## src/hdl/stmr_defines.vh

```
// register offsets, field positions, reset values and clock select codes
// assumes inclusion by the standard timer top module only
`ifndef STMR_DEFINES_VH
`define STMR_DEFINES_VH

// ==========================================================
// register byte addresses
`define STMR_OFS_CTRL_A   8'h00
`define STMR_OFS_CTRL_B   8'h04
`define STMR_OFS_CNT_LO   8'h08
`define STMR_OFS_CNT_HI   8'h0c
`define STMR_OFS_CMPA_LO  8'h10
`define STMR_OFS_CMPA_HI  8'h14
`define STMR_OFS_CMPP     8'h18
`define STMR_OFS_FLAGS    8'h1c

// ==========================================================
// control a fields
`define STMR_PAUSE_BIT    7
`define STMR_CKSEL_HI     6
`define STMR_CKSEL_LO     4
`define STMR_ON_BIT       3
`define STMR_CTRL_A_MASK  8'hf8

// ==========================================================
// control b fields
`define STMR_MODE_HI      7
`define STMR_MODE_LO      6
`define STMR_PINF_HI      5
`define STMR_PINF_LO      4
`define STMR_OLVL_BIT     3
`define STMR_INV_BIT      2
`define STMR_SWAP_BIT     1
`define STMR_CLR_BIT      0

// ==========================================================
// flag register fields
`define STMR_FLAG_A_BIT   0
`define STMR_FLAG_P_BIT   1

// ==========================================================
// modes and clock selections
`define STMR_MODE_CMP     2'h0
`define STMR_MODE_CAP     2'h1
`define STMR_MODE_PWM     2'h2
`define STMR_MODE_TMR     2'h3
`define STMR_CK_SYS4      3'h0
`define STMR_CK_SYS       3'h1
`define STMR_CK_HI16      3'h2
`define STMR_CK_HI64      3'h3
`define STMR_CK_SUB0      3'h4
`define STMR_CK_SUB1      3'h5
`define STMR_CK_EXTR      3'h6
`define STMR_CK_EXTF      3'h7

// ==========================================================
// reset values and dividers
`define STMR_RST_BYTE     8'h00
`define STMR_RST_CNT      16'h0000
`define STMR_DIV_SYS      4
`define STMR_DIV_HI16     16
`define STMR_DIV_HI64     64

`endif

```

## src/hdl/stmr_top.v

```verilog
// standard timer: 16-bit up counter, comparators a and p, axi4-lite registers
// assumes high_clock and sub_clock tick inputs are one-cycle strobes on aclk,
// external pins are asynchronous and synchronised here
//
// The placing of the registers and register access over AXI4-Lite were chosen for this implementation.
`include "stmr_defines.vh"

module stmr_top (
   // clock and reset
   input  wire        aclk,
   input  wire        aresetn,
   // axi4-lite write address
   input  wire [7:0]  s_axi_awaddr,
   input  wire        s_axi_awvalid,
   output wire        s_axi_awready,
   // axi4-lite write data
   input  wire [31:0] s_axi_wdata,
   input  wire [3:0]  s_axi_wstrb,
   input  wire        s_axi_wvalid,
   output wire        s_axi_wready,
   // axi4-lite write response
   output reg  [1:0]  s_axi_bresp,
   output reg         s_axi_bvalid,
   input  wire        s_axi_bready,
   // axi4-lite read address
   input  wire [7:0]  s_axi_araddr,
   input  wire        s_axi_arvalid,
   output wire        s_axi_arready,
   // axi4-lite read data
   output reg  [31:0] s_axi_rdata,
   output reg  [1:0]  s_axi_rresp,
   output reg         s_axi_rvalid,
   input  wire        s_axi_rready,
   // internal clock ticks
   input  wire        high_clock,
   input  wire        sub_clock,
   // pins
   input  wire        ext_clock_pin,
   input  wire        capture_pin,
   output reg         timer_out_pin0,
   output reg         timer_out_pin1,
   output reg         timer_out_en
);

   // ==========================================================
   // registers
   reg  [7:0]  timer_control_a;
   reg  [7:0]  timer_control_b;
   reg  [15:0] compare_a_value;
   reg  [7:0]  compare_p_value;
   reg  [15:0] count;
   reg         compare_a_flag;
   reg         compare_p_flag;
   reg         out_level;
   reg         pulse_on_clr;
   reg         pulse_on_set;
   reg         on_prev;

   wire        pause_ctl        = timer_control_a[`STMR_PAUSE_BIT];
   wire [2:0]  clock_source_sel = timer_control_a[`STMR_CKSEL_HI:`STMR_CKSEL_LO];
   wire        counter_on       = timer_control_a[`STMR_ON_BIT];
   wire [1:0]  op_mode          = {timer_control_b[`STMR_MODE_HI], timer_control_b[`STMR_MODE_LO]};
   wire [1:0]  pin_function     = {timer_control_b[`STMR_PINF_HI], timer_control_b[`STMR_PINF_LO]};
   wire        output_level_ctl = timer_control_b[`STMR_OLVL_BIT];
   wire        output_invert    = timer_control_b[`STMR_INV_BIT];
   wire        period_duty_swap = timer_control_b[`STMR_SWAP_BIT];
   wire        clear_source_sel = timer_control_b[`STMR_CLR_BIT];

   // ==========================================================
   // pin synchronisers
   reg  [1:0]  ext_sync;
   reg  [1:0]  cap_sync;
   reg         ext_last;
   reg         cap_last;

   always @(posedge aclk) begin
      if (!aresetn) begin
         ext_sync <= 2'h0;
         cap_sync <= 2'h0;
         ext_last <= 1'b0;
         cap_last <= 1'b0;
      end else begin
         ext_sync <= {ext_sync[0], ext_clock_pin};
         cap_sync <= {cap_sync[0], capture_pin};
         ext_last <= ext_sync[1];
         cap_last <= cap_sync[1];
      end
   end

   wire ext_rise = ext_sync[1] & ~ext_last;
   wire ext_fall = ~ext_sync[1] & ext_last;
   wire cap_rise = cap_sync[1] & ~cap_last;
   wire cap_fall = ~cap_sync[1] & cap_last;

   // ==========================================================
   // clock prescaler
   reg  [1:0]  sys_div;
   reg  [5:0]  hi_div;

   always @(posedge aclk) begin
      if (!aresetn) begin
         sys_div <= 2'h0;
         hi_div  <= 6'h00;
      end else begin
         sys_div <= sys_div + 2'h1;
         if (high_clock)
            hi_div <= hi_div + 6'h01;
      end
   end

   reg tick;
   always @* begin
      case (clock_source_sel)
         `STMR_CK_SYS4: tick = (sys_div == `STMR_DIV_SYS - 1);
         `STMR_CK_SYS:  tick = 1'b1;
         `STMR_CK_HI16: tick = high_clock & (hi_div[3:0] == `STMR_DIV_HI16 - 1);
         `STMR_CK_HI64: tick = high_clock & (hi_div == `STMR_DIV_HI64 - 1);
         `STMR_CK_SUB0: tick = sub_clock;
         `STMR_CK_SUB1: tick = sub_clock;
         `STMR_CK_EXTR: tick = ext_rise;
         `STMR_CK_EXTF: tick = ext_fall;
         default:       tick = 1'b0;
      endcase
   end

   // ==========================================================
   // counter and comparators
   wire on_rise  = counter_on & ~on_prev;
   wire running  = counter_on & ~pause_ctl;
   wire step     = running & tick;
   wire is_pwm   = (op_mode == `STMR_MODE_PWM);
   wire is_cap   = (op_mode == `STMR_MODE_CAP);
   wire single   = is_pwm & (pin_function == 2'h3);
   wire a_match  = step & (count == compare_a_value);
   wire p_zero   = (compare_p_value == 8'h00);
   wire p_match  = step & (p_zero ? (count == 16'hffff)
                                  : (count[15:8] == compare_p_value - 8'h01) && (count[7:0] == 8'hff));
   // clear choice; pwm follows swap except single pulse, which never clears, capture always p
   wire clr_by_a = is_pwm ? (period_duty_swap & ~single) : (is_cap ? 1'b0 : clear_source_sel);
   wire cnt_clr  = single ? 1'b0 : (clr_by_a ? a_match : p_match);
   wire [15:0] cnt_inc = count + 16'h0001;

   always @(posedge aclk) begin
      if (!aresetn) begin
         count   <= `STMR_RST_CNT;
         on_prev <= 1'b0;
      end else begin
         on_prev <= counter_on;
         if (on_rise)
            count <= `STMR_RST_CNT;
         else if (cnt_clr)
            count <= `STMR_RST_CNT;
         else if (step)
            count <= cnt_inc;
      end
   end

   // ==========================================================
   // pwm compare: duty versus count in the period
   wire [16:0] p_span  = p_zero ? 17'h10000 : {1'b0, compare_p_value, 8'h00};
   wire [16:0] period  = period_duty_swap ? {1'b0, compare_a_value} : p_span;
   wire [16:0] duty    = period_duty_swap ? p_span : {1'b0, compare_a_value};
   wire        pwm_act = (duty >= period) | ({1'b0, count} < duty);

   // ==========================================================
   // output pin state
   reg  next_level;
   always @* begin
      next_level = out_level;
      if (on_rise && op_mode != `STMR_MODE_CAP)
         next_level = output_level_ctl;
      else if (op_mode == `STMR_MODE_CMP && a_match) begin
         case (pin_function)
            2'h0:    next_level = out_level;
            2'h1:    next_level = 1'b0;
            2'h2:    next_level = 1'b1;
            2'h3:    next_level = ~out_level;
            default: next_level = out_level;
         endcase
      end
   end

   reg  pin_raw;
   always @* begin
      case (op_mode)
         `STMR_MODE_CMP: pin_raw = out_level;
         `STMR_MODE_PWM: begin
            case (pin_function)
               2'h0:    pin_raw = ~output_level_ctl;
               2'h1:    pin_raw = output_level_ctl;
               2'h2:    pin_raw = pwm_act ? output_level_ctl : ~output_level_ctl;
               2'h3:    pin_raw = (counter_on & on_prev) ? output_level_ctl : ~output_level_ctl;
               default: pin_raw = ~output_level_ctl;
            endcase
         end
         default:        pin_raw = 1'b0;
      endcase
   end

   wire pin_drive = (op_mode == `STMR_MODE_CMP) | is_pwm;
   wire pin_value = pin_raw ^ output_invert;

   always @(posedge aclk) begin
      if (!aresetn) begin
         out_level      <= 1'b0;
         timer_out_pin0 <= 1'b0;
         timer_out_pin1 <= 1'b0;
         timer_out_en   <= 1'b0;
      end else begin
         out_level      <= next_level;
         timer_out_pin0 <= pin_drive ? pin_value : 1'b0;
         timer_out_pin1 <= pin_drive ? pin_value : 1'b0;
         timer_out_en   <= pin_drive;
      end
   end

   // ==========================================================
   // capture, flags, single pulse
   reg  cap_hit;
   always @* begin
      case (pin_function)
         2'h0:    cap_hit = cap_rise;
         2'h1:    cap_hit = cap_fall;
         2'h2:    cap_hit = cap_rise | cap_fall;
         default: cap_hit = 1'b0;
      endcase
   end
   wire cap_take = is_cap & counter_on & cap_hit;

   wire set_a  = cap_take | a_match;
   wire set_p  = p_match & ~(~is_pwm & ~is_cap & clear_source_sel) & ~single;
   wire ext_go = single & ~counter_on & (ext_rise | ext_fall);

   // ==========================================================
   // axi4-lite slave
   reg         aw_held;
   reg         w_held;
   reg  [7:0]  aw_addr;
   reg  [31:0] w_data;
   reg  [3:0]  w_strb;
   assign s_axi_awready = ~aw_held & ~s_axi_bvalid;
   assign s_axi_wready  = ~w_held & ~s_axi_bvalid;
   assign s_axi_arready = ~s_axi_rvalid;

   wire        do_wr  = aw_held & w_held & ~s_axi_bvalid;
   wire        wr_lo  = do_wr & w_strb[0];
   wire        clr_fl = wr_lo & (aw_addr == `STMR_OFS_FLAGS);

   always @(posedge aclk) begin
      if (!aresetn) begin
         aw_held         <= 1'b0;
         w_held          <= 1'b0;
         aw_addr         <= 8'h00;
         w_data          <= 32'h00000000;
         w_strb          <= 4'h0;
         s_axi_bvalid    <= 1'b0;
         s_axi_bresp     <= 2'h0;
         timer_control_a <= `STMR_RST_BYTE;
         timer_control_b <= `STMR_RST_BYTE;
         compare_a_value <= {`STMR_RST_BYTE, `STMR_RST_BYTE};
         compare_p_value <= `STMR_RST_BYTE;
         compare_a_flag  <= 1'b0;
         compare_p_flag  <= 1'b0;
      end else begin
         if (s_axi_awvalid && s_axi_awready) begin
            aw_held <= 1'b1;
            aw_addr <= s_axi_awaddr;
         end
         if (s_axi_wvalid && s_axi_wready) begin
            w_held <= 1'b1;
            w_data <= s_axi_wdata;
            w_strb <= s_axi_wstrb;
         end
         if (do_wr) begin
            aw_held      <= 1'b0;
            w_held       <= 1'b0;
            s_axi_bvalid <= 1'b1;
            case (aw_addr)
               `STMR_OFS_CTRL_A, `STMR_OFS_CTRL_B, `STMR_OFS_CMPA_LO,
               `STMR_OFS_CMPA_HI, `STMR_OFS_CMPP, `STMR_OFS_FLAGS,
               `STMR_OFS_CNT_LO, `STMR_OFS_CNT_HI: s_axi_bresp <= 2'h0;
               default:                            s_axi_bresp <= 2'h2;
            endcase
         end else if (s_axi_bvalid && s_axi_bready)
            s_axi_bvalid <= 1'b0;
         // register writes; a control a write wins over hardware events, a capture wins over compare a writes
         if (wr_lo && aw_addr == `STMR_OFS_CTRL_A)
            timer_control_a <= w_data[7:0] & `STMR_CTRL_A_MASK;
         else if (single && a_match)
            timer_control_a[`STMR_ON_BIT] <= 1'b0;
         else if (ext_go)
            timer_control_a[`STMR_ON_BIT] <= 1'b1;
         if (wr_lo && aw_addr == `STMR_OFS_CTRL_B)
            timer_control_b <= w_data[7:0];
         if (cap_take)
            compare_a_value <= count;
         else begin
            if (wr_lo && aw_addr == `STMR_OFS_CMPA_LO)
               compare_a_value[7:0] <= w_data[7:0];
            if (wr_lo && aw_addr == `STMR_OFS_CMPA_HI)
               compare_a_value[15:8] <= w_data[7:0];
         end
         if (wr_lo && aw_addr == `STMR_OFS_CMPP)
            compare_p_value <= w_data[7:0];
         // write one to clear; set wins
         if (set_a)
            compare_a_flag <= 1'b1;
         else if (clr_fl && w_data[`STMR_FLAG_A_BIT])
            compare_a_flag <= 1'b0;
         if (set_p)
            compare_p_flag <= 1'b1;
         else if (clr_fl && w_data[`STMR_FLAG_P_BIT])
            compare_p_flag <= 1'b0;
      end
   end

   reg [7:0] rd_byte;
   reg       rd_ok;
   always @* begin
      rd_ok = 1'b1;
      case (s_axi_araddr)
         `STMR_OFS_CTRL_A:  rd_byte = timer_control_a & `STMR_CTRL_A_MASK;
         `STMR_OFS_CTRL_B:  rd_byte = timer_control_b;
         `STMR_OFS_CNT_LO:  rd_byte = count[7:0];
         `STMR_OFS_CNT_HI:  rd_byte = count[15:8];
         `STMR_OFS_CMPA_LO: rd_byte = compare_a_value[7:0];
         `STMR_OFS_CMPA_HI: rd_byte = compare_a_value[15:8];
         `STMR_OFS_CMPP:    rd_byte = compare_p_value;
         `STMR_OFS_FLAGS:   rd_byte = {6'h00, compare_p_flag, compare_a_flag};
         default: begin
            rd_byte = 8'h00;
            rd_ok   = 1'b0;
         end
      endcase
   end

   always @(posedge aclk) begin
      if (!aresetn) begin
         s_axi_rvalid <= 1'b0;
         s_axi_rdata  <= 32'h00000000;
         s_axi_rresp  <= 2'h0;
      end else if (s_axi_arvalid && s_axi_arready) begin
         s_axi_rvalid <= 1'b1;
         s_axi_rdata  <= {24'h000000, rd_byte};
         s_axi_rresp  <= rd_ok ? 2'h0 : 2'h2;
      end else if (s_axi_rvalid && s_axi_rready)
         s_axi_rvalid <= 1'b0;
   end

endmodule

```

## config.mk

```make
export PLATFORM = sky130hd
export DESIGN_NAME = stmr_top
export DESIGN_NICKNAME = d
export VERILOG_FILES = /design/src/hdl/stmr_top.v
export VERILOG_INCLUDE_DIRS = /design/src /design/src/hdl
export SDC_FILE = /design/constraint.sdc
export NUM_CORES = 1
export LEC_CHECK = 0
export BUFFER_PORTS_ARGS = -buffer_cell sky130_fd_sc_hd__buf_4
export CAP_MARGIN = 20
export CORE_MARGIN = 4
export CORE_UTILIZATION = 35
export CTS_CLUSTER_DIAMETER = 80
export DETAILED_ROUTE_END_ITERATION = 8
export PLACE_DENSITY = 0.62
export SKIP_CTS_REPAIR_TIMING = 1
export SYNTH_ARGS = -nofsm -noshare
export SYNTH_HDL_FRONTEND = slang
export SYNTH_SLANG_ARGS = --single-unit
```

## constraint.sdc

```tcl
create_clock -name aclk -period 4.85 [get_ports aclk]
set_input_delay 0.97 -clock aclk [delete_from_list [all_inputs] [get_ports aclk]]
set_output_delay 0.97 -clock aclk [all_outputs]
set_load 0.05 [all_outputs]
```

==> report_table.html <==
<table>
<tr><th>Metric</th><th>Value</th></tr>
<tr><th colspan="2">Clocking</th></tr>
<tr><td>Max clock buf depth</td><td>2</td></tr>
<tr><td>Insertion delay to the later sink of the worst-skew pair</td><td>around 0.36 ns</td></tr>
<tr><td>Level count of the clock H-tree</td><td>3</td></tr>
<tr><td>CTS tree</td><td>done</td></tr>
<tr><td>Number of buffers added by the clock tree synthesis step</td><td>9</td></tr>
<tr><td>CTS root buffer</td><td>sky130_fd_sc_hd__clkbuf_16</td></tr>
<tr><td>Clock sink count</td><td>roughly 110</td></tr>
<tr><td>Clock-pin transition on the worst setup and hold timing paths</td><td>~0.080 ns</td></tr>
<tr><th colspan="2">Yosys</th></tr>
<tr><td>Synthesized area divided by synthesized cell count</td><td>~8.7 um2</td></tr>
<tr><td>Synthesized instance count</td><td>742</td></tr>
<tr><td>Count of unique library cells instantiated by Yosys</td><td>67</td></tr>
<tr><td>Number of enable-type register cells in the synthesized netlist</td><td>0</td></tr>
<tr><td>Most frequently used flop master after synthesis</td><td>sky130_fd_sc_hd__dfxtp_1</td></tr>
<tr><td>Number of warnings printed during yosys synthesis</td><td>0</td></tr>
<tr><td>Sequential area share after synthesis</td><td>32.6%</td></tr>
<tr><td>Total standard cell area after synthesis</td><td>approximately 6500 um2</td></tr>
<tr><td>Total of flip-flops plus latches after synthesis</td><td>between 100 and 150</td></tr>
<tr><td>Share of flip-flops with an asynchronous set or reset</td><td>0%</td></tr>
<tr><th colspan="2">Layout</th></tr>
<tr><td>Nets</td><td>between 800 and 900</td></tr>
<tr><td>Finished layout cell area</td><td>7120 um2</td></tr>
<tr><td>Antenna Cells</td><td>0</td></tr>
<tr><td>Non-filler cells in the finished layout</td><td>about 1000</td></tr>
<tr><td>Share of layout cells above drive strength 1</td><td>approximately an eighth</td></tr>
<tr><td>Footprint of the multi-input gates</td><td>about 4000 um2</td></tr>
<tr><td>Flip-flop and latch area</td><td>around 2100 um2</td></tr>
<tr><td>Area growth from synthesis to final layout</td><td>10.2%</td></tr>
<tr><td>Filler instances</td><td>between 1500 and 2000</td></tr>
<tr><th colspan="2">Place</th></tr>
<tr><td>Detailed placer's ending HPWL</td><td>11900 um</td></tr>
<tr><td>Number of buffer cells added on primary ports</td><td>53</td></tr>
<tr><td>Weighted congestion reported at the end of routability-driven placement</td><td>approximately 0.92</td></tr>
<tr><td>Standard cell area after detailed placement</td><td>between 6000 and 7000 um2</td></tr>
<tr><td>Pre-CTS WS</td><td>roughly 1.2 ns</td></tr>
<tr><td>Number of placed instances with taps included</td><td>about 980</td></tr>
<tr><th colspan="2">Critical path</th></tr>
<tr><td>Worst setup EP type</td><td>register</td></tr>
<tr><td>Arrival time reported for the critical path endpoint</td><td>between 3 and 4 ns</td></tr>
<tr><td>Kind of critical path</td><td>reg2reg</td></tr>
<tr><td>CP Max Fanout</td><td>27</td></tr>
<tr><td>Required time of the worst setup path</td><td>a little over 5 ns</td></tr>
<tr><td>Depth of the most critical reg-to-reg path</td><td>10</td></tr>
<tr><td>Nature of the critical path startpoint</td><td>register</td></tr>
<tr><th colspan="2">Pwr</th></tr>
<tr><td>Pwr/cell area</td><td>~250 nW/um2</td></tr>
<tr><td>Leakage component of the power</td><td>roughly 3.2 nW</td></tr>
<tr><td>VDD IR max</td><td>~0.00019 V</td></tr>
<tr><td>Tot Pwr</td><td>1.81 mW</td></tr>
<tr><th colspan="2">Floorplan</th></tr>
<tr><td>Horizontal die dimension</td><td>about 140 um</td></tr>
<tr><td>Vertical die dimension</td><td>around 140 um</td></tr>
<tr><td>Initial core utilization</td><td>35.8%</td></tr>
<tr><td>Floorplan core area</td><td>approximately 18000 um2</td></tr>
<tr><td>Total number of placement rows</td><td>49</td></tr>
<tr><td>Floorplan die area</td><td>around 21000 um2</td></tr>
<tr><td>Count of pins on the block boundary</td><td>around 110</td></tr>
<tr><th colspan="2">Global route</th></tr>
<tr><td>Vias in the first global route</td><td>4974</td></tr>
<tr><td>Global-route wire length before repair</td><td>around 27000 um</td></tr>
<tr><td>Initial antenna violation count</td><td>0</td></tr>
<tr><td>Total routing usage reported by global routing</td><td>roughly 16%</td></tr>
<tr><td>Aggregate global routing overflow</td><td>0</td></tr>
<tr><td>Largest net degree at the start of global routing</td><td>88</td></tr>
<tr><th colspan="2">Route</th></tr>
<tr><td>Routed met3 length</td><td>around 960 um</td></tr>
<tr><td>Average detailed-routed wire length per instance</td><td>between 15 and 20 um</td></tr>
<tr><td>Initial DRC Count</td><td>approximately 330</td></tr>
<tr><td>Uppermost metal layer occupied by signal nets</td><td>met4</td></tr>
<tr><td>Mean number of vias per cell</td><td>between 5 and 6</td></tr>
<tr><td>Routed vias</td><td>slightly above 5000</td></tr>
<tr><td>Amount of wire on met2 after detailed routing</td><td>roughly 7800 um</td></tr>
<tr><td>TritonRoute pass-1 iters</td><td>6</td></tr>
<tr><td>Antenna-violating nets left</td><td>0</td></tr>
<tr><td>Sum of routed wire length over all layers</td><td>around 16000 um</td></tr>
<tr><td>Metal-1 WL</td><td>slightly above 7000 um</td></tr>
<tr><td>Residual DRC</td><td>0</td></tr>
<tr><th colspan="2">Job</th></tr>
<tr><td>Max-cap violations</td><td>0</td></tr>
<tr><th colspan="2">Timing</th></tr>
<tr><td>Achievable clock frequency</td><td>approximately 280 MHz</td></tr>
<tr><td>Layout Skew</td><td>about 0.011 ns</td></tr>
<tr><td>Slew margin rel.</td><td>between 20% and 30%</td></tr>
<tr><td>Final slew viol count</td><td>0</td></tr>
<tr><td>Aggregate negative setup slack</td><td>0 ns</td></tr>
<tr><td>Setup repair after global routing missed its margin</td><td>false</td></tr>
<tr><td>Setup-failing EPs final</td><td>0</td></tr>
<tr><td>Crit path setup slack, layout</td><td>roughly 1.2 ns</td></tr>
<tr><td>Final worst path period share</td><td>between 70 and 80%</td></tr>
<tr><td>Hold violation total from the final report</td><td>0</td></tr>
<tr><td>Transition time of the tightest slew-check pin</td><td>between 1 and 1.5 ns</td></tr>
<tr><td>Final critical-path required period</td><td>approximately 3.6 ns</td></tr>
<tr><th colspan="2">Status</th></tr>
<tr><td>Status</td><td>complete, no violations</td></tr>
<tr><th colspan="2">Min path</th></tr>
<tr><td>Worst hold path cell count</td><td>1</td></tr>
<tr><td>Worst hold path class</td><td>reg2reg</td></tr>
</table>
through the flow:
| stage | hold WS [ns] | utilization [%] |
|---|---|---|
| after floorplan | 0.398 | - |
| after global placement | 0.414 | 37.9 |
| after detailed placement | 0.417 | 37.9 |
| after CTS | 0.430 | 39.5 |
| after global routing | 0.450 | 39.5 |
| final | 0.429 | 39.5 |
area by class of cell:
cell class / instances / share of cell area, %
Multi-Input combinational cell: 563 / 55.2
Clock inverter: 6 / 0.791
Inverter: 23 / 1.21
Timing Repair Buffer: 56 / 5.91
Sequential cell: 105 / 29.5
Clock buffer: 10 / 3.36
Tap cell: 229 / 4.03
flip-flops by register name (all words and copies together), names as in the netlist, 2 cells and up, named ones only:
signal / flops
compare_a_value: 16
count: 16
aw_addr: 8
compare_p_value: 8
s_axi_rdata: 8
timer_control_b: 8
w_data: 8
hi_div: 6
timer_control_a: 5
cap_sync: 2
ext_sync: 2
sys_div: 2
cells by family after synthesis:
family                   count (synthesis)  synth area share, %
AO/OA/AOI/OAI                          124                 14.6
buffers and inverters                   99                 8.08
flip-flops                             105                 32.6
AND/OR/NAND/NOR                        281                 23.9
XOR/XNOR                                49                 6.65
multiplexers                            52                 8.18
other                                    1               0.0581
adder cells (fa/ha/maj)                 31                 5.99
placed cells by master, fill, tap and decap left out, types with 26 or more instances in the layout:
cell type and instances:
sky130_fd_sc_hd__dfxtp_1 105, sky130_fd_sc_hd__nand2_1 84, sky130_fd_sc_hd__buf_4 56, sky130_fd_sc_hd__mux2i_1 49, sky130_fd_sc_hd__nor2b_1 39, sky130_fd_sc_hd__nor2_1 33
sky130_fd_sc_hd__ha_1 30, sky130_fd_sc_hd__xnor2_1 27, sky130_fd_sc_hd__conb_1 26
layer usage:
layer	vias up	track usage (%)
met4	0	4.71
li1	2573	-
met3	29	3.63
met1	2433	22.1
met5	-	0
met2	141	26.5
synthesized netlist by cell type, types with 8 or more instances:
| cell | number | area [um2] |
|---|---|---|
| sky130_fd_sc_hd__a21boi_0 | 20 | 150 |
| sky130_fd_sc_hd__a21oi_1 | 15 | 75.1 |
| sky130_fd_sc_hd__a22oi_1 | 23 | 173 |
| sky130_fd_sc_hd__and2_1 | 15 | 93.8 |
| sky130_fd_sc_hd__and3_1 | 10 | 62.6 |
| sky130_fd_sc_hd__buf_2 | 8 | 40.0 |
| sky130_fd_sc_hd__buf_4 | 31 | 233 |
| sky130_fd_sc_hd__clkbuf_1 | 35 | 131 |
| sky130_fd_sc_hd__dfxtp_1 | 105 | 2100 |
| sky130_fd_sc_hd__ha_1 | 30 | 375 |
| sky130_fd_sc_hd__inv_1 | 23 | 86.3 |
| sky130_fd_sc_hd__mux2i_1 | 49 | 490 |
| sky130_fd_sc_hd__nand2_1 | 84 | 315 |
| sky130_fd_sc_hd__nand2b_1 | 14 | 87.6 |
| sky130_fd_sc_hd__nand3_1 | 20 | 100 |
| sky130_fd_sc_hd__nand4_1 | 9 | 56.3 |
| sky130_fd_sc_hd__nor2_1 | 33 | 124 |
| sky130_fd_sc_hd__nor2b_1 | 39 | 244 |
| sky130_fd_sc_hd__nor3_1 | 18 | 90.1 |
| sky130_fd_sc_hd__nor3_2 | 10 | 100 |
| sky130_fd_sc_hd__o211a_1 | 17 | 170 |
| sky130_fd_sc_hd__o21ai_0 | 9 | 45.0 |
| sky130_fd_sc_hd__xnor2_1 | 27 | 236 |
| sky130_fd_sc_hd__xor2_1 | 22 | 193 |
worst paths after layout:
path,from,to,slack (ns)
max,timer_control_b[1],timer_out_pin1,1.24
min,sys_div[0],sys_div[0],0.43
max reg2reg,timer_control_b[1],timer_out_pin1,1.24
min reg2reg,sys_div[0],sys_div[0],0.43
worst max-delay path, cell delays in order (launching register included):
cell,delay [ns]
sky130_fd_sc_hd__dfxtp_1,1.06
sky130_fd_sc_hd__mux2_2,0.44
sky130_fd_sc_hd__ha_1,0.32
sky130_fd_sc_hd__a21o_1,0.16
sky130_fd_sc_hd__a21oi_1,0.15
sky130_fd_sc_hd__nand2_1,0.07
sky130_fd_sc_hd__a221oi_1,0.29
sky130_fd_sc_hd__o21ai_1,0.17
sky130_fd_sc_hd__mux2i_1,0.16
sky130_fd_sc_hd__or4_1,0.49
sky130_fd_sc_hd__and3_1,0.20
report_power, final:
part | total, mW | internal, mW | switching (mW) | leakage, nW
clock | 0.740 | 0.376 | 0.364 | 0.149
combinational | 0.164 | 0.0517 | 0.112 | 2.15
sequential | 0.907 | 0.882 | 0.0252 | 0.852
Note: power is estimated with default switching activity, not from simulation.
